--- src/verilog/sct_consts.svh ---
`ifndef SCT_CONSTS_SVH
`define SCT_CONSTS_SVH

// register indices; byte address is four times the index
`define SCT_IDX_TMR_A      8'h0c
`define SCT_IDX_TMR_B      8'h0d
`define SCT_IDX_SHUTDOWN   8'h10
`define SCT_IDX_SRC_A      8'h14
`define SCT_IDX_STATUS     8'h1f

// field positions
`define SCT_TMR_ON_LSB     4
`define SCT_TMR_PER_LSB    0
`define SCT_SD_OV_DIS_BIT  6
`define SCT_SD_UV_DIS_BIT  5
`define SCT_SD_REC_BIT     4
`define SCT_SRC_ONE_LSB    0
`define SCT_SRC_TWO_LSB    4

// reset values
`define SCT_RST_TMR        3'h0
`define SCT_RST_SD         3'h0
`define SCT_RST_SRC        3'h0

// timing: clock period, base tick and documented times
`define SCT_CLK_PERIOD_NS  4
`define SCT_TICK_NS        100000
`define SCT_TICK_CYCLES    (`SCT_TICK_NS / `SCT_CLK_PERIOD_NS)
`define SCT_TICK_US        100
`define SCT_ON_1_US        100
`define SCT_ON_2_US        300
`define SCT_ON_3_US        1000
`define SCT_ON_4_US        10000
`define SCT_ON_5_US        20000
`define SCT_PER_0_US       10000
`define SCT_PER_1_US       20000
`define SCT_PER_2_US       50000
`define SCT_PER_3_US       100000
`define SCT_PER_4_US       200000
`define SCT_PER_5_US       1000000
`define SCT_PER_6_US       2000000

`endif

--- src/verilog/sct_pkg.sv ---
`include "sct_consts.svh"

package sct_pkg;

    // on-time codes of a cyclic timer
    typedef enum logic [2:0] {
        SCT_ON_STOP_LOW, SCT_ON_T1, SCT_ON_T2, SCT_ON_T3,
        SCT_ON_T4, SCT_ON_T5, SCT_ON_STOP_HIGH, SCT_ON_RSV
    } sct_on_code_t;

    // switch source codes
    typedef enum logic [2:0] {
        SCT_SRC_OFF, SCT_SRC_ON, SCT_SRC_TMR_A, SCT_SRC_TMR_B,
        SCT_SRC_PG_A, SCT_SRC_PG_B, SCT_SRC_RSV6, SCT_SRC_RSV7
    } sct_src_code_t;

    // on-time in base ticks, zero when not running
    function automatic logic [15:0] sct_on_ticks(input logic [2:0] code);
        unique case (code)
            3'h1:    sct_on_ticks = 16'(`SCT_ON_1_US / `SCT_TICK_US);
            3'h2:    sct_on_ticks = 16'(`SCT_ON_2_US / `SCT_TICK_US);
            3'h3:    sct_on_ticks = 16'(`SCT_ON_3_US / `SCT_TICK_US);
            3'h4:    sct_on_ticks = 16'(`SCT_ON_4_US / `SCT_TICK_US);
            3'h5:    sct_on_ticks = 16'(`SCT_ON_5_US / `SCT_TICK_US);
            default: sct_on_ticks = 16'h0000;
        endcase
    endfunction : sct_on_ticks

    // period in base ticks, zero for the reserved code
    function automatic logic [15:0] sct_per_ticks(input logic [2:0] code);
        unique case (code)
            3'h0:    sct_per_ticks = 16'(`SCT_PER_0_US / `SCT_TICK_US);
            3'h1:    sct_per_ticks = 16'(`SCT_PER_1_US / `SCT_TICK_US);
            3'h2:    sct_per_ticks = 16'(`SCT_PER_2_US / `SCT_TICK_US);
            3'h3:    sct_per_ticks = 16'(`SCT_PER_3_US / `SCT_TICK_US);
            3'h4:    sct_per_ticks = 16'(`SCT_PER_4_US / `SCT_TICK_US);
            3'h5:    sct_per_ticks = 16'(`SCT_PER_5_US / `SCT_TICK_US);
            3'h6:    sct_per_ticks = 16'(`SCT_PER_6_US / `SCT_TICK_US);
            default: sct_per_ticks = 16'h0000;
        endcase
    endfunction : sct_per_ticks

endpackage : sct_pkg

--- src/verilog/sct_tmr_if.sv ---
`timescale 1ns/1ps

// carries one timer's settings in and its output back
interface sct_tmr_if;
    logic       tick;
    logic       load;
    logic [2:0] on_code;
    logic [2:0] per_code;
    logic       out;
    modport ctl (output tick, output load, output on_code,
                 output per_code, input out);
    modport tmr (input tick, input load, input on_code,
                 input per_code, output out);
endinterface : sct_tmr_if
--- src/verilog/sct_cyclic_timer.sv ---
`timescale 1ns/1ps

module sct_cyclic_timer (
    input wire logic mclk,
    input wire logic nrst,
    sct_tmr_if.tmr   tif
);
    logic [15:0] cnt_r;
    logic [15:0] on_t;
    logic [15:0] per_t;
    logic        running;
    logic        out_r;

    // decode the codes into tick counts
    always_comb begin
        on_t    = sct_pkg::sct_on_ticks(tif.on_code);
        per_t   = sct_pkg::sct_per_ticks(tif.per_code);
        running = (on_t != 16'h0000) && (per_t != 16'h0000);
    end

    // period counter; a new setting restarts the period one cycle after the register takes it
    always_ff @(posedge mclk) begin
        if (!nrst || tif.load || !running) begin
            cnt_r <= 16'h0000;
        end else if (tif.tick) begin
            cnt_r <= (cnt_r >= per_t - 16'h0001) ? 16'h0000
                                                 : cnt_r + 16'h0001;
        end
    end

    // on at the head of each period, off for the rest
    always_ff @(posedge mclk) begin
        if (!nrst) begin
            out_r <= 1'b0;
        end else if (tif.on_code == 3'(sct_pkg::SCT_ON_STOP_HIGH)) begin
            out_r <= 1'b1;
        end else begin
            out_r <= running && (cnt_r < on_t);
        end
    end

    assign tif.out = out_r;

endmodule : sct_cyclic_timer

--- src/verilog/sct_switch_timer_ctl.sv ---
// Register access over Avalon-MM was decided locally.
`timescale 1ns/1ps
`include "sct_consts.svh"

module sct_switch_timer_ctl #(
    parameter int unsigned TICK_CYCLES = `SCT_TICK_CYCLES
) (
    input  wire logic        mclk,
    input  wire logic        nrst,
    input  wire logic        soft_reset,
    input  wire logic        restart_entry,
    input  wire logic        restart_active,
    input  wire logic        cyclic_sense_active,
    input  wire logic        supply_ov,
    input  wire logic        supply_uv,
    input  wire logic [1:0]  sw_overcurrent,
    input  wire logic [1:0]  sw_overtemp,
    input  wire logic        pulse_gen_a,
    input  wire logic        pulse_gen_b,
    input  wire logic [7:0]  avs_address,
    input  wire logic        avs_read,
    input  wire logic        avs_write,
    input  wire logic [31:0] avs_writedata,
    input  wire logic [3:0]  avs_byteenable,
    output logic      [31:0] avs_readdata,
    output logic             avs_waitrequest,
    output logic             sw_one_on,
    output logic             sw_two_on,
    output logic             supply_shutdown,
    output logic             timer_a_out,
    output logic             timer_b_out
);

    // register state
    logic [2:0]  tmr_a_on_r;
    logic [2:0]  tmr_a_per_r;
    logic [2:0]  tmr_b_on_r;
    logic [2:0]  tmr_b_per_r;
    logic [2:0]  sd_ctrl_r;
    logic [2:0]  src_one_r;
    logic [2:0]  src_two_r;
    logic        held_off_r;
    logic        ack_r;
    logic [31:0] rdata_r;
    logic        sw_one_r;
    logic        sw_two_r;
    logic        load_a_r;
    logic        load_b_r;

    // decoded bus and event terms
    logic        bus_req;
    logic        wr_go;
    logic [5:0]  word_idx;
    logic        addr_ok;
    logic        wr_tmr_a;
    logic        wr_tmr_b;
    logic        wr_sd;
    logic        wr_src;
    logic [2:0]  wr_on;
    logic [2:0]  wr_per;
    logic [1:0]  sw_fault;
    logic        hw_clear_src;
    logic        clear_timers;
    logic        clear_all;
    logic        ov_sd;
    logic        uv_sd;
    logic        sd_now;
    logic        tick;
    logic [7:0]  rd_byte;

    sct_tmr_if tif_a ();
    sct_tmr_if tif_b ();

    // source selection for one switch
    function automatic logic sct_src_level(input logic [2:0] code,
                                           input logic       t_a,
                                           input logic       t_b,
                                           input logic       p_a,
                                           input logic       p_b);
        unique case (code)
            3'(sct_pkg::SCT_SRC_ON):    sct_src_level = 1'b1;
            3'(sct_pkg::SCT_SRC_TMR_A): sct_src_level = t_a;
            3'(sct_pkg::SCT_SRC_TMR_B): sct_src_level = t_b;
            3'(sct_pkg::SCT_SRC_PG_A):  sct_src_level = p_a;
            3'(sct_pkg::SCT_SRC_PG_B):  sct_src_level = p_b;
            default:                    sct_src_level = 1'b0;
        endcase
    endfunction : sct_src_level

    // an on-time write that starts a running timer
    function automatic logic sct_starts(input logic [2:0] code);
        sct_starts = (code != 3'(sct_pkg::SCT_ON_STOP_LOW))
                  && (code != 3'(sct_pkg::SCT_ON_STOP_HIGH))
                  && (code != 3'(sct_pkg::SCT_ON_RSV));
    endfunction : sct_starts

    // bus decode: one aligned word per register, low byte lane only
    always_comb begin
        bus_req  = avs_read || avs_write;
        wr_go    = avs_write && ack_r && avs_byteenable[0];
        word_idx = avs_address[7:2];
        addr_ok  = (avs_address[1:0] == 2'h0);
        wr_tmr_a = wr_go && addr_ok && (word_idx == 6'(`SCT_IDX_TMR_A));
        wr_tmr_b = wr_go && addr_ok && (word_idx == 6'(`SCT_IDX_TMR_B));
        wr_sd    = wr_go && addr_ok && (word_idx == 6'(`SCT_IDX_SHUTDOWN));
        wr_src   = wr_go && addr_ok && (word_idx == 6'(`SCT_IDX_SRC_A));
        wr_on    = avs_writedata[`SCT_TMR_ON_LSB +: 3];
        wr_per   = avs_writedata[`SCT_TMR_PER_LSB +: 3];
    end

    // reset and restart terms
    always_comb begin
        clear_all    = soft_reset;
        sw_fault     = sw_overcurrent | sw_overtemp;
        hw_clear_src = (sw_fault[0] && (src_one_r != 3'h0))
                    || (sw_fault[1] && (src_two_r != 3'h0));
        clear_timers = restart_active && cyclic_sense_active
                    && hw_clear_src;
    end

    // supply fault shutdown decision
    always_comb begin
        ov_sd  = supply_ov && !sd_ctrl_r[`SCT_SD_OV_DIS_BIT - 4];
        uv_sd  = supply_uv && !sd_ctrl_r[`SCT_SD_UV_DIS_BIT - 4];
        sd_now = ov_sd || uv_sd;
    end

    // bus handshake: one wait cycle, then the answer
    always_ff @(posedge mclk) begin
        if (!nrst) begin
            ack_r <= 1'b0;
        end else begin
            ack_r <= bus_req && !ack_r;
        end
    end

    assign avs_waitrequest = bus_req && !ack_r;

    // first timer register, same encodings as the second
    always_ff @(posedge mclk) begin
        if (!nrst || clear_all) begin
            tmr_a_on_r  <= `SCT_RST_TMR;
            tmr_a_per_r <= `SCT_RST_TMR;
        end else if (restart_entry || clear_timers) begin
            tmr_a_on_r  <= `SCT_RST_TMR;
            tmr_a_per_r <= `SCT_RST_TMR;
        end else if (wr_tmr_a) begin
            tmr_a_on_r  <= wr_on;
            tmr_a_per_r <= wr_per;
        end
    end

    // second timer register
    always_ff @(posedge mclk) begin
        if (!nrst || clear_all) begin
            tmr_b_on_r  <= `SCT_RST_TMR;
            tmr_b_per_r <= `SCT_RST_TMR;
        end else if (restart_entry || clear_timers) begin
            tmr_b_on_r  <= `SCT_RST_TMR;
            tmr_b_per_r <= `SCT_RST_TMR;
        end else if (wr_tmr_b) begin
            tmr_b_on_r  <= wr_on;
            tmr_b_per_r <= wr_per;
        end
    end

    // timer restart pulses: a running on-time write begins a new period
    always_ff @(posedge mclk) begin
        if (!nrst) begin
            load_a_r <= 1'b0;
            load_b_r <= 1'b0;
        end else begin
            load_a_r <= wr_tmr_a && sct_starts(wr_on);
            load_b_r <= wr_tmr_b && sct_starts(wr_on);
        end
    end

    // shutdown control; restart entry leaves bits 6:4 alone
    always_ff @(posedge mclk) begin
        if (!nrst || clear_all) begin
            sd_ctrl_r <= `SCT_RST_SD;
        end else if (wr_sd) begin
            sd_ctrl_r <= avs_writedata[6:4];
        end
    end

    // switch one source; a switch fault wins over a write
    always_ff @(posedge mclk) begin
        if (!nrst || clear_all) begin
            src_one_r <= `SCT_RST_SRC;
        end else if (restart_entry) begin
            src_one_r <= `SCT_RST_SRC;
        end else if (sw_fault[0]) begin
            src_one_r <= 3'(sct_pkg::SCT_SRC_OFF);
        end else if (wr_src) begin
            src_one_r <= avs_writedata[`SCT_SRC_ONE_LSB +: 3];
        end
    end

    // switch two source
    always_ff @(posedge mclk) begin
        if (!nrst || clear_all) begin
            src_two_r <= `SCT_RST_SRC;
        end else if (restart_entry) begin
            src_two_r <= `SCT_RST_SRC;
        end else if (sw_fault[1]) begin
            src_two_r <= 3'(sct_pkg::SCT_SRC_OFF);
        end else if (wr_src) begin
            src_two_r <= avs_writedata[`SCT_SRC_TWO_LSB +: 3];
        end
    end

    // latched shutdown: released when the fault ends with recovery on,
    // otherwise only by a new source write or a soft reset
    always_ff @(posedge mclk) begin
        if (!nrst || clear_all) begin
            held_off_r <= 1'b0;
        end else if (sd_now) begin
            held_off_r <= 1'b1;
        end else if (sd_ctrl_r[`SCT_SD_REC_BIT - 4] || wr_src) begin
            held_off_r <= 1'b0;
        end
    end

    // base tick for both timers
    sct_tick_div #(
        .CYCLES (TICK_CYCLES)
    ) u_tick (
        .mclk    (mclk),
        .nrst    (nrst),
        .restart (clear_all),
        .tick    (tick)
    );

    // timer settings onto the carriers
    assign tif_a.tick     = tick;
    assign tif_a.load     = load_a_r;
    assign tif_a.on_code  = tmr_a_on_r;
    assign tif_a.per_code = tmr_a_per_r;
    assign tif_b.tick     = tick;
    assign tif_b.load     = load_b_r;
    assign tif_b.on_code  = tmr_b_on_r;
    assign tif_b.per_code = tmr_b_per_r;

    // first cyclic timer
    sct_cyclic_timer u_tmr_a (
        .mclk (mclk),
        .nrst (nrst),
        .tif  (tif_a)
    );

    // second cyclic timer
    sct_cyclic_timer u_tmr_b (
        .mclk (mclk),
        .nrst (nrst),
        .tif  (tif_b)
    );

    // switch outputs: source mux gated by supply shutdown
    always_ff @(posedge mclk) begin
        if (!nrst) begin
            sw_one_r <= 1'b0;
            sw_two_r <= 1'b0;
        end else if (sd_now || held_off_r) begin
            sw_one_r <= 1'b0;
            sw_two_r <= 1'b0;
        end else begin
            sw_one_r <= sct_src_level(src_one_r, tif_a.out, tif_b.out,
                                      pulse_gen_a, pulse_gen_b);
            sw_two_r <= sct_src_level(src_two_r, tif_a.out, tif_b.out,
                                      pulse_gen_a, pulse_gen_b);
        end
    end

    assign sw_one_on       = sw_one_r;
    assign sw_two_on       = sw_two_r;
    assign supply_shutdown = sd_now || held_off_r;
    assign timer_a_out     = tif_a.out;
    assign timer_b_out     = tif_b.out;

    // read mux; reserved bits and unmapped words read zero
    always_comb begin
        rd_byte = 8'h00;
        if (addr_ok) begin
            unique case (word_idx)
                6'(`SCT_IDX_TMR_A):    rd_byte = {1'b0, tmr_a_on_r,
                                                  1'b0, tmr_a_per_r};
                6'(`SCT_IDX_TMR_B):    rd_byte = {1'b0, tmr_b_on_r,
                                                  1'b0, tmr_b_per_r};
                6'(`SCT_IDX_SHUTDOWN): rd_byte = {1'b0, sd_ctrl_r,
                                                  4'h0};
                6'(`SCT_IDX_SRC_A):    rd_byte = {1'b0, src_two_r,
                                                  1'b0, src_one_r};
                6'(`SCT_IDX_STATUS):   rd_byte = {2'h0, held_off_r,
                                                  sd_now, sw_two_r,
                                                  sw_one_r, tif_b.out,
                                                  tif_a.out};
                default:               rd_byte = 8'h00;
            endcase
        end
    end

    // read data captured in the wait cycle, held until the next read
    always_ff @(posedge mclk) begin
        if (!nrst) begin
            rdata_r <= 32'h0000_0000;
        end else if (avs_read && !ack_r) begin
            rdata_r <= {24'h00_0000, rd_byte};
        end
    end

    assign avs_readdata = rdata_r;

endmodule : sct_switch_timer_ctl

--- src/verilog/sct_tick_div.sv ---
`timescale 1ns/1ps

module sct_tick_div #(
    parameter int unsigned CYCLES = 25000
) (
    input  wire logic mclk,
    input  wire logic nrst,
    input  wire logic restart,
    output logic      tick
);
    localparam int unsigned W = (CYCLES > 1) ? $clog2(CYCLES) : 1;
    localparam logic [W-1:0] LAST = W'(CYCLES - 1);

    logic [W-1:0] cnt_r;
    logic         tick_r;

    // free-running divider, one-cycle tick at wrap
    always_ff @(posedge mclk) begin
        if (!nrst || restart) begin
            cnt_r  <= '0;
            tick_r <= 1'b0;
        end else begin
            tick_r <= (cnt_r == LAST);
            cnt_r  <= (cnt_r == LAST) ? '0 : cnt_r + W'(1);
        end
    end

    assign tick = tick_r;

endmodule : sct_tick_div

--- config.mk ---
export PLATFORM = sky130hd
export DESIGN_NAME = sct_switch_timer_ctl
export DESIGN_NICKNAME = d
export VERILOG_FILES = /design/src/verilog/sct_pkg.sv /design/src/verilog/sct_tmr_if.sv /design/src/verilog/sct_cyclic_timer.sv /design/src/verilog/sct_switch_timer_ctl.sv /design/src/verilog/sct_tick_div.sv
export VERILOG_INCLUDE_DIRS = /design/src /design/src/verilog
export SDC_FILE = /design/constraint.sdc
export NUM_CORES = 1
export LEC_CHECK = 0
export ABC_AREA = 1
export BUFFER_PORTS_ARGS = -buffer_cell sky130_fd_sc_hd__clkbuf_2
export CAP_MARGIN = 5
export CORE_AREA = 2 2 141 143
export CTS_CLUSTER_DIAMETER = 30
export DETAILED_ROUTE_END_ITERATION = 12
export DIE_AREA = 0 0 143 145
export PLACE_DENSITY = 0.45
export SETUP_SLACK_MARGIN = 0.2
export SYNTH_ARGS = -nofsm -noshare
export SYNTH_HDL_FRONTEND = slang
export SYNTH_SLANG_ARGS = --single-unit
--- constraint.sdc ---
create_clock -name mclk -period 4.55 [get_ports mclk]
set_input_delay 1.1375 -clock mclk [delete_from_list [all_inputs] [get_ports mclk]]
set_output_delay 1.1375 -clock mclk [all_outputs]
set_load 0.02 [all_outputs]
Word level (Yosys, flattened, before mapping)
Cells that the tools add are included.
{"block": "classes", "addsub": 5, "magnitude_cmp": 4, "n_eq_ne": 42, "mux": 14, "n_bitwise": 2, "reduce_logical": 56}
{"operator": "15-bit one-hot mux with 7 select lines", "n": 2}
{"operator": "8-bit one-hot mux with 5 select lines", "n": 2}
{"operator": "16-bit nonzero test", "n": 4}
{"operator": "3-bit == test (second input constant)", "n": 16}
{"operator": "3-bit by 2-bit == test with 1-bit output (second input constant)", "n": 12}
{"operator": "7-bit one-hot mux with 5 select lines", "n": 1}
{"operator": "16-bit by 1-bit adder with 16-bit output (second input constant)", "n": 2}
{"operator": "16-bit greater-or-equal comparator", "n": 2}
{"operator": "16-bit by 8-bit < comparator with 1-bit output", "n": 2}
{"operator": "16-bit two-way mux", "n": 2}
{"operator": "15-bit by 1-bit subtractor with 16-bit output (second input constant)", "n": 2}
{"operator": "1-bit logical AND", "n": 23}
{"operator": "3-bit by 1-bit == test with 1-bit output (second input constant)", "n": 6}
{"operator": "6-bit by 5-bit == test with 1-bit output (second input constant)", "n": 3}
{"operator": "15-bit by 1-bit adder with 15-bit output (second input constant)", "n": 1}
{"operator": "15-bit == test (second input constant)", "n": 1}
{"operator": "6-bit by 4-bit == test with 1-bit output (second input constant)", "n": 2}
{"operator": "1-bit logical OR", "n": 11}
{"operator": "1-bit one-hot mux with 5 select lines", "n": 2}
{"operator": "3-bit nonzero test", "n": 3}
{"operator": "7-bit two-way mux", "n": 1}
{"operator": "1-bit zero test", "n": 6}
{"operator": "3-bit zero test", "n": 2}
{"operator": "3-bit inequality test (second input constant)", "n": 2}
{"operator": "other kinds (7)", "n": 13}
{"block": "totals", "regBits": 85, "inputBits": 60, "out_inout_bits": 38, "word_cells": 143}

Logic depth before layout (Yosys ltp)
Gate-level depths: netlist (run 1).
{"block": "depth", "word_depth": 7, "mapped_depth": 18, "ltp_nobuf": 17}

By module
A second synthesis (run 1) with hierarchy kept.
{"block": "unflattened", "hier_cells": 832, "hier_area_um2": 5719.2}
{"mod": "sct_switch_timer_ctl", "instances": 1, "cells_per_inst": 269, "area_each_um2": 1873.0, "seq_area_each_um2": 680.7}
{"mod": "sct_cyclic_timer (u_tmr_a)", "instances": 1, "cells_per_inst": 227, "area_each_um2": 1492.7, "seq_area_each_um2": 340.3}
{"mod": "sct_cyclic_timer (u_tmr_b)", "instances": 1, "cells_per_inst": 208, "area_each_um2": 1486.4, "seq_area_each_um2": 340.3}
{"mod": "sct_tick_div", "instances": 1, "cells_per_inst": 128, "area_each_um2": 867.1, "seq_area_each_um2": 320.3}

Worst setup path after synthesis (run 1)
No wires, ideal clock.
{"block": "synth_timing", "path_kind": "input-to-output", "startpoint": "input port supply_ov", "endpoint": "output port supply_shutdown", "arrival_ps": 1557, "t_required_ps": 3413, "setup_slack_ps": 1856, "path_stages": 4, "n_path_buf": 0, "cell_sequence": "inv_1 > o22ai_1 > inv_1 > nand2_1"}
{"block": "synth_between", "elab_chain_len": 3}
{"item": "start: declaration", "line": "sct_switch_timer_ctl.sv:14", "rtl": "input wire logic supply_ov,"}
{"item": "1-bit logical AND", "line": "sct_switch_timer_ctl.sv:123", "rtl": "ov_sd = supply_ov && !sd_ctrl_r[`SCT_SD_OV_DIS_BIT - 4];"}
{"item": "1-bit logical OR", "line": "sct_switch_timer_ctl.sv:125", "rtl": "sd_now = ov_sd || uv_sd;"}
{"item": "1-bit logical OR", "line": "sct_switch_timer_ctl.sv:277", "rtl": "assign supply_shutdown = sd_now || held_off_r;"}
{"item": "end: declaration", "line": "sct_switch_timer_ctl.sv:29", "rtl": "output logic supply_shutdown,"}
No other way between the ends.

Final worst setup path (run 1)
{"block": "layout_timing", "startpoint": "register tmr_b_per_r[2] (netlist: tif_b.per_code[2])", "endpoint": "register u_tmr_b.cnt_r[15]"}
{"block": "layout_between", "elab_chain_len": 6, "word_cells_on_any_way": 15, "cone_classes": "add/sub: 1; order compare: 1; eq/ne: 6; mux: 2; reduce/logical: 5"}
{"item": "start: declaration", "line": "sct_switch_timer_ctl.sv:38", "rtl": "logic [2:0] tmr_b_per_r;"}
{"item": "start signal: assignment", "line": "sct_switch_timer_ctl.sv:157", "rtl": "tmr_b_per_r <= `SCT_RST_TMR;"}
{"item": "start signal: assignment", "line": "sct_switch_timer_ctl.sv:160", "rtl": "tmr_b_per_r <= `SCT_RST_TMR;"}
{"item": "start signal: assignment", "line": "sct_switch_timer_ctl.sv:163", "rtl": "tmr_b_per_r <= wr_per;"}
{"item": "3-bit == test (tied with other cells)", "line": "sct_pkg.sv:31", "rtl": "unique case (code)"}
{"item": "15-bit one-hot mux with 7 select lines *", "line": "sct_pkg.sv:31"}
{"item": "parallel branches: the longest is 4 deep, another holds 15-bit by 1-bit subtractor with 16-bit output"}
{"item": "end signal: assignment", "line": "sct_cyclic_timer.sv:26", "rtl": "cnt_r <= (cnt_r >= per_t - 16'h0001) ? 16'h0000"}
{"item": "end: declaration", "line": "sct_cyclic_timer.sv:8", "rtl": "logic [15:0] cnt_r;"}
Every way passes the cells marked *.
A chain may end at the register's enable or synchronous reset.

==> flow_summary.ini, run 1 <==
[cts]
cts_buffers = 9
ctsHoldBuffers = 0
clkTransAtPathRegs_ns = 0.07
post_cts_buffers = 0
clk_path_buf_depth = 2
clk_latency_ns = 0.35
cts_root_buf = clkbuf_16
clock-sinks = 84
post_cts_resized = 0
cts_tree = built
htreeDepth = 3

[setup_path]
required_ns = 4.76
r2r_slack_ns = 1.55
path_common_cell = nand2_1
endpoint_kind = register
timing.rr.start = tif_b.per_code[2]
cp_top_family = simple AND/OR/NAND/NOR gates
worstPathArrival_ns = 3.21
crit_slowest_cell = dfxtp_1
reg2regPathDepth = 16
critPathKind = reg -> reg
start_kind = register
reg2reg_to = u_tmr_b.cnt_r[15]
cp.buffers_inverters = 3
path_cells = nor2_1 -> inv_1 -> ha_1 -> inv_1 -> nor2_2 -> a31oi_1 -> ha_1 -> nand2_1 -> inv_1 -> nand3_1 -> nor3_1 -> o21ai_0 -> nand2_1 -> nand2_1 -> nand2_1 -> nor2_1
max_stage_delay_ns = 0.58
crit_fanout = 14

[yosys]
synth_edf_count = 0
synth.distinct_cells = 41
ys_warn_count = 0
synth_area_leaders = dfxtp_1 (30%), ha_1 (11%), nand2_1 (11%), inv_1 (8.0%), nor2_1 (5.3%)
synth_top_area_share_pct = 29.53
yosysSeqAreaShare_pct = 29.53
avgSynthCellArea_um2 = 6.887
ys_ff_latch = 84
synth_common_cells = nand2_1 (163), inv_1 (122), dfxtp_1 (84), nor2_1 (81), ha_1 (50)
synth_area_leader_cell = dfxtp_1
async_flop_share_pct = 0
yosysMostFrequentCell = nand2_1
ys.flop_type = dfxtp_1
syn-cell-area_um2 = 5695
syn_inst = 827

[floorplanning]
die_area_um2 = 20740
rows = 51
start_util_pct = 29.65
io_pins = 98
fp.dieW_um = 143
core_um2 = 19210
die_h_um = 145

[timing]
min_period_ns = 2.996
hold_viol = 0
max_freq_ghz = 0.3337
worstMarginPinSlew_ns = 1.084
maxSlewViolCount = 0
finalSetupTns_ns = 0
relSlewSlack_pct = 27.37
rsz0062_at_grt = no
timing.final.crit_share_pct = 65.86
setup_violations = 0
clock-skew-final_ns = 0.006310

[pwr]
powerDensity_nw_per_um2 = 247.4
peakVddDrop_mv = 0.1333
p_leak_nw = 2.716

[placed_design]
gp_congestion = 0.7912
portBuffers = 43
dp_hpwl_mm = 11.00
place_area_um2 = 6071

[cells_and_area]
nets = 978
multi_input_area_um2 = 3358
drive_above_1_share_pct = 12.26
design_area_um2 = 6382
antenna_cells = 0
register_area_um2 = 1682
fillers = 2099
syn_to_final_growth_pct = 12.06

[drt]
ant_nets = 0
via_per_inst = 4.375
vias = 4979
drc = 0
drtIter0Drc = 267
routed_wl_mm = 13.77
drtPass1Iterations = 4
wire_per_inst_um = 12.10

[grt]
grt_overflow = 0
grt.total_usage_pct = 13.82
grt_pass1_wl_mm = 23.28
grt_pass1_vias = 4820
grt_max_degree = 16
grt_antenna_before_repair = 0

[hold_path]
min_to = u_tick.cnt_r[0]
hp-start = u_tick.cnt_r[0]
hp-class = reg -> reg
whs_path_depth = 1

[run]
maxCapViolCount = 0

[outcome]
status = complete, no violations
-- logic make-up after synthesis --
kind of cell	share of synthesized area [%]
compound gates	11.97
other cells	0.06584
xor+xnor	3.844
buf+inv	13.09
fa+ha+maj	10.98
flops	29.53
simple gates	30.51
-- power by group --
part	switching [W]	internal [W]	leakage [nW]	total (W)
clock	0.000327	0.000445	0.149	0.000773
sequential	0.00000147	0.000737	0.677	0.000738
combinational	0.0000509	0.0000170	1.89	0.0000679
-- metal layers --
layer / global-route usage (%) / vias to the layer above / share of wire (%)
li1: - / 2720 / -
met1: 18.96 / 2164 / 50
met2: 22.30 / 83 / 45
met3: 1.914 / 12 / 3.3
met4: 4.356 / 0 / 1.4
met5: 0 / - / 0
-- worst max path at each step --
stage,depth (start not counted),slack [ns],to,startpoint
finish,16,1.55,u_tmr_b.cnt_r[15],tif_b.per_code[2]
global route,16,1.10,u_tmr_b.cnt_r[15],tif_b.per_code[2]
CTS,16,1.44,u_tmr_b.cnt_r[15],tif_b.per_code[2]
detailed placement,7,1.29,tif_a.per_code[2],nrst
global placement,7,1.29,tif_b.on_code[0],nrst
floorplan,4,1.86,supply_shutdown,supply_ov
-- final cells by class --
class	instances	area share (%)
well taps	265	5.195
flip-flops and latches	84	26.35
clock inverters	6	1.137
clock buffers	10	3.744
repair buffers	43	3.372
inverters	129	7.587
multi-input cells	601	52.62
-- sequential cells by signal, indices dropped and copies added, names as in the netlist, 3 cells and up --
| signal | cells |
|---|---|
| avs_readdata | 7 |
| sd_ctrl_r | 3 |
| src_one_r | 3 |
| src_two_r | 3 |
| tif_a.on_code | 3 |
| tif_a.per_code | 3 |
| tif_b.on_code | 3 |
| tif_b.per_code | 3 |
| u_tick.cnt_r | 15 |
| u_tmr_a.cnt_r | 16 |
| u_tmr_b.cnt_r | 16 |
-- cells in the final DEF, fill, tap and decap left out, types with 7 or more instances in the layout --
cell       instances
nand3_1           46
nor2_2            18
o21ai_0           44
conb_1            25
xnor2_1            9
inv_2              7
a211oi_1           7
xor2_1            16
ha_1              50
nor2_1            81
inv_1            122
dfxtp_1           84
a21oi_1           49
clkbuf_2          43
nand4_1           16
clkbuf_16          9
nand2_1          163
nor3_1            21
-- per-stage QoR --
step	utilization, %	cells	hold WS (ns)	worst slack [ns]	total power (W)
3_3_place_gp	31.61	1122	0.4348	1.289	0.0008240
2_1_floorplan	-	851	0.4176	1.856	0.0008151
5_1_grt	33.23	1138	0.4664	1.101	0.001631
6_report	33.23	1138	0.4528	1.554	0.001579
4_1_cts	33.23	1138	0.4610	1.443	0.001597
3_5_place_dp	31.61	1122	0.4444	1.293	0.0008239
No activity file was read; power rests on OpenSTA's default activity.
==> run 2: changes to the inputs <==
==> constraint.sdc (replaced) <==
create_clock -name mclk -period 3.1 [get_ports mclk]
set_input_delay 0.775 -clock mclk [delete_from_list [all_inputs] [get_ports mclk]]
set_output_delay 0.775 -clock mclk [all_outputs]
set_load 0.02 [all_outputs]
==> flow_summary.ini, run 2 (synthesis results as in run 1) <==
[placed_design]
portBuffers = 43
dp_hpwl_mm = 11.10
placedCellCount = 1130
gp_congestion = 0.8040

[timing]
finalSetupTns_ns = 0
max_freq_ghz = 0.3869
min_period_ns = 2.585
timing.final.crit_share_pct = 83.38
maxSlewViolCount = 0
setup_violations = 0
rsz0062_at_grt = no
worstMarginPinSlew_ns = 0.5076
hold_viol = 0
clock-skew-final_ns = 0.004971
relSlewSlack_pct = 66.08

[floorplanning]
die_h_um = 145
core_um2 = 19210
rows = 51
start_util_pct = 29.65
die_area_um2 = 20740
io_pins = 98
fp.dieW_um = 143

[cells_and_area]
fin_util_pct = 33.41
fillers = 2143
antenna_cells = 0
mostFrequentLayoutCell = nand2_1
nets = 986
most-common-layout-cells = nand2_1 (163), inv_1 (122), dfxtp_1 (83), nor2_1 (81), ha_1 (50)
register_area_um2 = 1683
syn_to_final_growth_pct = 12.65
reg_top3 = u_tmr_a.cnt_r x16, u_tmr_b.cnt_r x16, u_tick.cnt_r x15
multi_input_area_um2 = 3358
stdcell_count = 1146
drive_above_1_share_pct = 13.17

[grt]
grt_overflow = 0
grt_pass1_wl_mm = 23.20
grt_antenna_before_repair = 0
grt_pass1_vias = 4749
grt.total_usage_pct = 13.86
grt_max_degree = 17

[hold_path]
min_to = u_tick.cnt_r[0]
hp-class = reg -> reg
hp-start = u_tick.cnt_r[0]
whs_path_depth = 1

[cts]
cts_tree = built
clk_path_buf_depth = 2
ctsHoldBuffers = 0
clk_latency_ns = 0.35
post_cts_buffers = 0
cts_buffers = 9
clock-sinks = 84
clkTransAtPathRegs_ns = 0.07
htreeDepth = 3
cts_root_buf = clkbuf_16
post_cts_resized = 0

[pwr]
peakVddDrop_mv = 0.2317
p_leak_nw = 2.736
powerDensity_nw_per_um2 = 348.5

[setup_path]
crit_slowest_cell = dfxtp_1
reg2regPathDepth = 12
required_ns = 3.39
start_kind = register
r2r_slack_ns = 0.52
timing.rr.start = tif_a.per_code[2]
critPathKind = reg -> reg
crit_fanout = 14
worstPathArrival_ns = 2.87
max_stage_delay_ns = 0.35
path_cells = inv_2 -> ha_1 -> nor3b_1 -> xnor2_1 -> ha_1 -> a21oi_1 -> o21ai_0 -> a21oi_1 -> nand2_1 -> nand2_1 -> nand2_4 -> nor2_1
reg2reg_to = u_tmr_a.cnt_r[12]
endpoint_kind = register

[outcome]
status = complete, no violations

[run]
maxCapViolCount = 0

[drt]
ant_nets = 0
drc = 0
wire_per_inst_um = 11.99
vias = 4951
drtIter0Drc = 228
routed_wl_mm = 13.74
drtPass1Iterations = 4
via_per_inst = 4.320
[run 2: cell types whose count changed in the layout (fill, tap and decap cells not counted), sizes merged]
cell | previous run | this run
clkbuf | 53 | 52
bufinv | 1 | 0
clkinv | 3 | 0
inv | 130 | 132
clkinvlp | 1 | 4
buf | 0 | 8
[run 2: power by group]
group | switching (W) | internal (W) | total (W)
combinational | 0.0000747 | 0.0000272 | 0.000102
clock | 0.000496 | 0.000554 | 0.00105
sequential | 0.00000217 | 0.00108 | 0.00108
total | 0.000573 | 0.00166 | 0.00224
[run 2: worst max-delay path, delay by kind of cell (launching register included)]
kind	cells	cell delay [ns]
and+or+nand+nor	5	0.82
adders and majority gates	2	0.61
AOI/OAI and AO/OA	3	0.48
DFF	1	0.35
xor gates and xnor gates	1	0.18
buffers and inverters	1	0.09
[run 2: area by class of cell]
cell class / instances / share of cell area, %
inverter: 129 / 7.547
multi-input combinational: 601 / 52.34
timing repair buffer: 51 / 4.290
clock buffer: 9 / 3.510
clock inverter: 7 / 0.9165
sequential: 84 / 26.23
tap: 265 / 5.168
[run 2: metrics by stage]
| stage | power, W | hold WS, ns | worst slack (ns) | area, um^2 |
|---|---|---|---|---|
| global placement | 0.001212 | 0.4330 | 0.4275 | 6131 |
| global route | 0.002315 | 0.4862 | 0.2197 | 6416 |
| floorplan | 0.001196 | 0.4176 | 0.6110 | 5786 |
| detailed placement | 0.001212 | 0.4478 | 0.4159 | 6131 |
| CTS | 0.002267 | 0.4609 | 0.3952 | 6415 |
| finish | 0.002236 | 0.4564 | 0.5151 | 6416 |
[run 2: worst max path at each step]
stage / to / slack, ns / from
global route: u_tmr_a.cnt_r[13] / 0.22 / tif_a.per_code[2]
floorplan: u_tmr_a.cnt_r[14] / 0.61 / tif_a.per_code[1]
detailed placement: u_tmr_b.cnt_r[15] / 0.42 / tif_b.per_code[0]
global placement: u_tmr_b.cnt_r[14] / 0.43 / tif_b.per_code[0]
finish: u_tmr_a.cnt_r[12] / 0.52 / tif_a.per_code[2]
CTS: u_tmr_b.cnt_r[13] / 0.40 / tif_b.per_code[0]
[run 2: routing by layer]
metal | track usage [%] | vias up | wire length [um]
met5 | 0 | - | 0
met3 | 2.112 | 14 | 358
li1 | - | 2734 | -
met1 | 19.49 | 2133 | 7070
met4 | 4.307 | 0 | 181
met2 | 21.70 | 70 | 6133
==> run 3: changes to the inputs <==
--- a/config.mk
+++ b/config.mk
@@ -13,7 +13,7 @@
 export CTS_CLUSTER_DIAMETER = 30
 export DETAILED_ROUTE_END_ITERATION = 12
 export DIE_AREA = 0 0 143 145
-export PLACE_DENSITY = 0.45
+export PLACE_DENSITY = 0.46
 export SETUP_SLACK_MARGIN = 0.2
 export SYNTH_ARGS = -nofsm -noshare
 export SYNTH_HDL_FRONTEND = slang
==> constraint.sdc (replaced) <==
create_clock -name mclk -period 2.25 [get_ports mclk]
set_input_delay 0.5625 -clock mclk [delete_from_list [all_inputs] [get_ports mclk]]
set_output_delay 0.5625 -clock mclk [all_outputs]
set_load 0.02 [all_outputs]
==> flow_summary.ini, run 3 (synthesis results as in run 1) <==
[outcome]
status = complete, no violations

[cells_and_area]
fin_util_pct = 36.94
reg_top3 = u_tmr_a.cnt_r x16, u_tmr_b.cnt_r x16, u_tick.cnt_r x15
most-common-layout-cells = nand2_1 (153), inv_1 (115), dfxtp_1 (78), nor2_1 (74), ha_1 (46)
register_area_um2 = 1702
syn_to_final_growth_pct = 24.56
antenna_cells = 0
mostFrequentLayoutCell = nand2_1
drive_above_1_share_pct = 23.14
design_area_um2 = 7094
nets = 1030
multi_input_area_um2 = 3608
fillers = 2077
stdcell_count = 1190

[timing]
setup_slack_ns = 0.001980
hold_viol = 0
max_freq_ghz = 0.4448
clock-skew-final_ns = 0.006993
rsz0062_at_grt = yes
hold_slack_ns = 0.4415
setup_violations = 0
maxSlewViolCount = 0
worstMarginPinSlew_ns = 0.5050
min_period_ns = 2.248
timing.final.crit_share_pct = 99.91
relSlewSlack_pct = 66.25

[cts]
cts_root_buf = clkbuf_16
htreeDepth = 3
clk_path_buf_depth = 2
clkTransAtPathRegs_ns = 0.07
cts_tree = built
ctsHoldBuffers = 0
clock-sinks = 84
clk_latency_ns = 0.35
cts_buffers = 9

[pwr]
switching_share_pct = 24.53
p_leak_nw = 3.054
seqPwrFrac_pct = 46.8
pwr-share-clk_pct = 48.7
peakVddDrop_mv = 0.2921
pwr-share-comb_pct = 4.5
power_switching_w = 0.0007798
powerDensity_nw_per_um2 = 448.1
p_int_w = 0.002399

[floorplanning]
die_h_um = 145
die_area_um2 = 20740
rows = 51
fp.dieW_um = 143
start_util_pct = 29.65
io_pins = 98
core_um2 = 19210

[drt]
drtIter0Drc = 215
drtPass1Iterations = 4
routed_wl_mm = 14.22
vias = 5230
ant_nets = 0
wire_per_inst_um = 11.95
drc = 0
via_per_inst = 4.395

[setup_path]
endpoint_kind = register
max_stage_delay_ns = 0.41
critPathKind = reg -> reg
crit_slowest_cell = dfxtp_4
worstPathArrival_ns = 2.53
path_cells = inv_8 -> ha_4 -> nor2_4 -> buf_4 -> a31oi_2 -> ha_1 -> nand2_2 -> o21ai_1 -> a21oi_2 -> nand2_2 -> nand2_4 -> nand2_4 -> nor2_2
start_kind = register
crit_fanout = 7
required_ns = 2.53

[run]
maxCapViolCount = 0

[placed_design]
place_area_um2 = 6510
gp_congestion = 0.8010
preCtsSetupSlack_ns = -0.1403
placedCellCount = 1168
dp_hpwl_mm = 11.28
portBuffers = 43

[grt]
grt_overflow = 0
grt_antenna_before_repair = 0
grt_pass1_wl_mm = 24.02
grt_pass1_vias = 5013
grt.total_usage_pct = 14.30
grt_max_degree = 17

[hold_path]
hp-class = in -> reg
## run 3: worst max-delay path: cells and delay by family, from the launching register on
family	cells	cell delay, ns
flip-flops	1	0.41
AND/OR/NAND/NOR	6	0.65
adder cells (fa/ha/maj)	2	0.57
AO/OA/AOI/OAI	3	0.36
buffers and inverters	2	0.19
## run 3: cell type report
cell class / count / share of cell area (%)
inverters: 129 / 7.037
clock inverters: 7 / 1.146
flip-flops and latches: 84 / 23.99
clock buffers: 9 / 3.175
repair buffers: 94 / 9.118
multi-input cells: 602 / 50.86
well taps: 265 / 4.674
## run 3: stage by stage
stage | power, W | setup TNS [ns]
3_3_place_gp | 0.001669 | -2.819
2_1_floorplan | 0.001646 | 0
6_report | 0.003179 | 0
3_5_place_dp | 0.001669 | -2.963
4_1_cts | 0.003225 | 0
5_1_grt | 0.003305 | -3.237
## run 3: worst paths after layout
check,startpoint,endpoint,slack [ns],depth (start not counted)
setup / recovery,tif_a.per_code[2],u_tmr_a.cnt_r[4],0.002,13
hold / removal,soft_reset,u_tick.tick,0.44,2
setup reg to reg,tif_a.per_code[2],u_tmr_a.cnt_r[4],0.002,13
hold reg to reg,u_tick.cnt_r[0],u_tick.cnt_r[0],0.45,1
## run 3: per-layer routing
layer  vias up  track usage, %  part of all wire (%)
li1       2825               -                     -
met1      2308           19.68                    50
met2        82           22.68                    45
met3        15           2.079                   2.9
met4         0           5.000                   2.0
met5         -               0                     0
## run 3: repair_timing
item,in CTS,in global routing
cloned,1,1
buffers inserted,3,1
endpoints found under the setup margin,32,33
pin swaps,14,10
gates resized for setup,41,21
## run 3: power by group through the flow
stage	combinational (W)	clock [W]	sequential, W
floorplan	0.000122	0	0.00152
global placement	0.000144	0	0.00152
detailed placement	0.000144	0	0.00152
CTS	0.000144	0.00159	0.00149
global route	0.000159	0.00166	0.00149
finish	0.000144	0.00155	0.00149
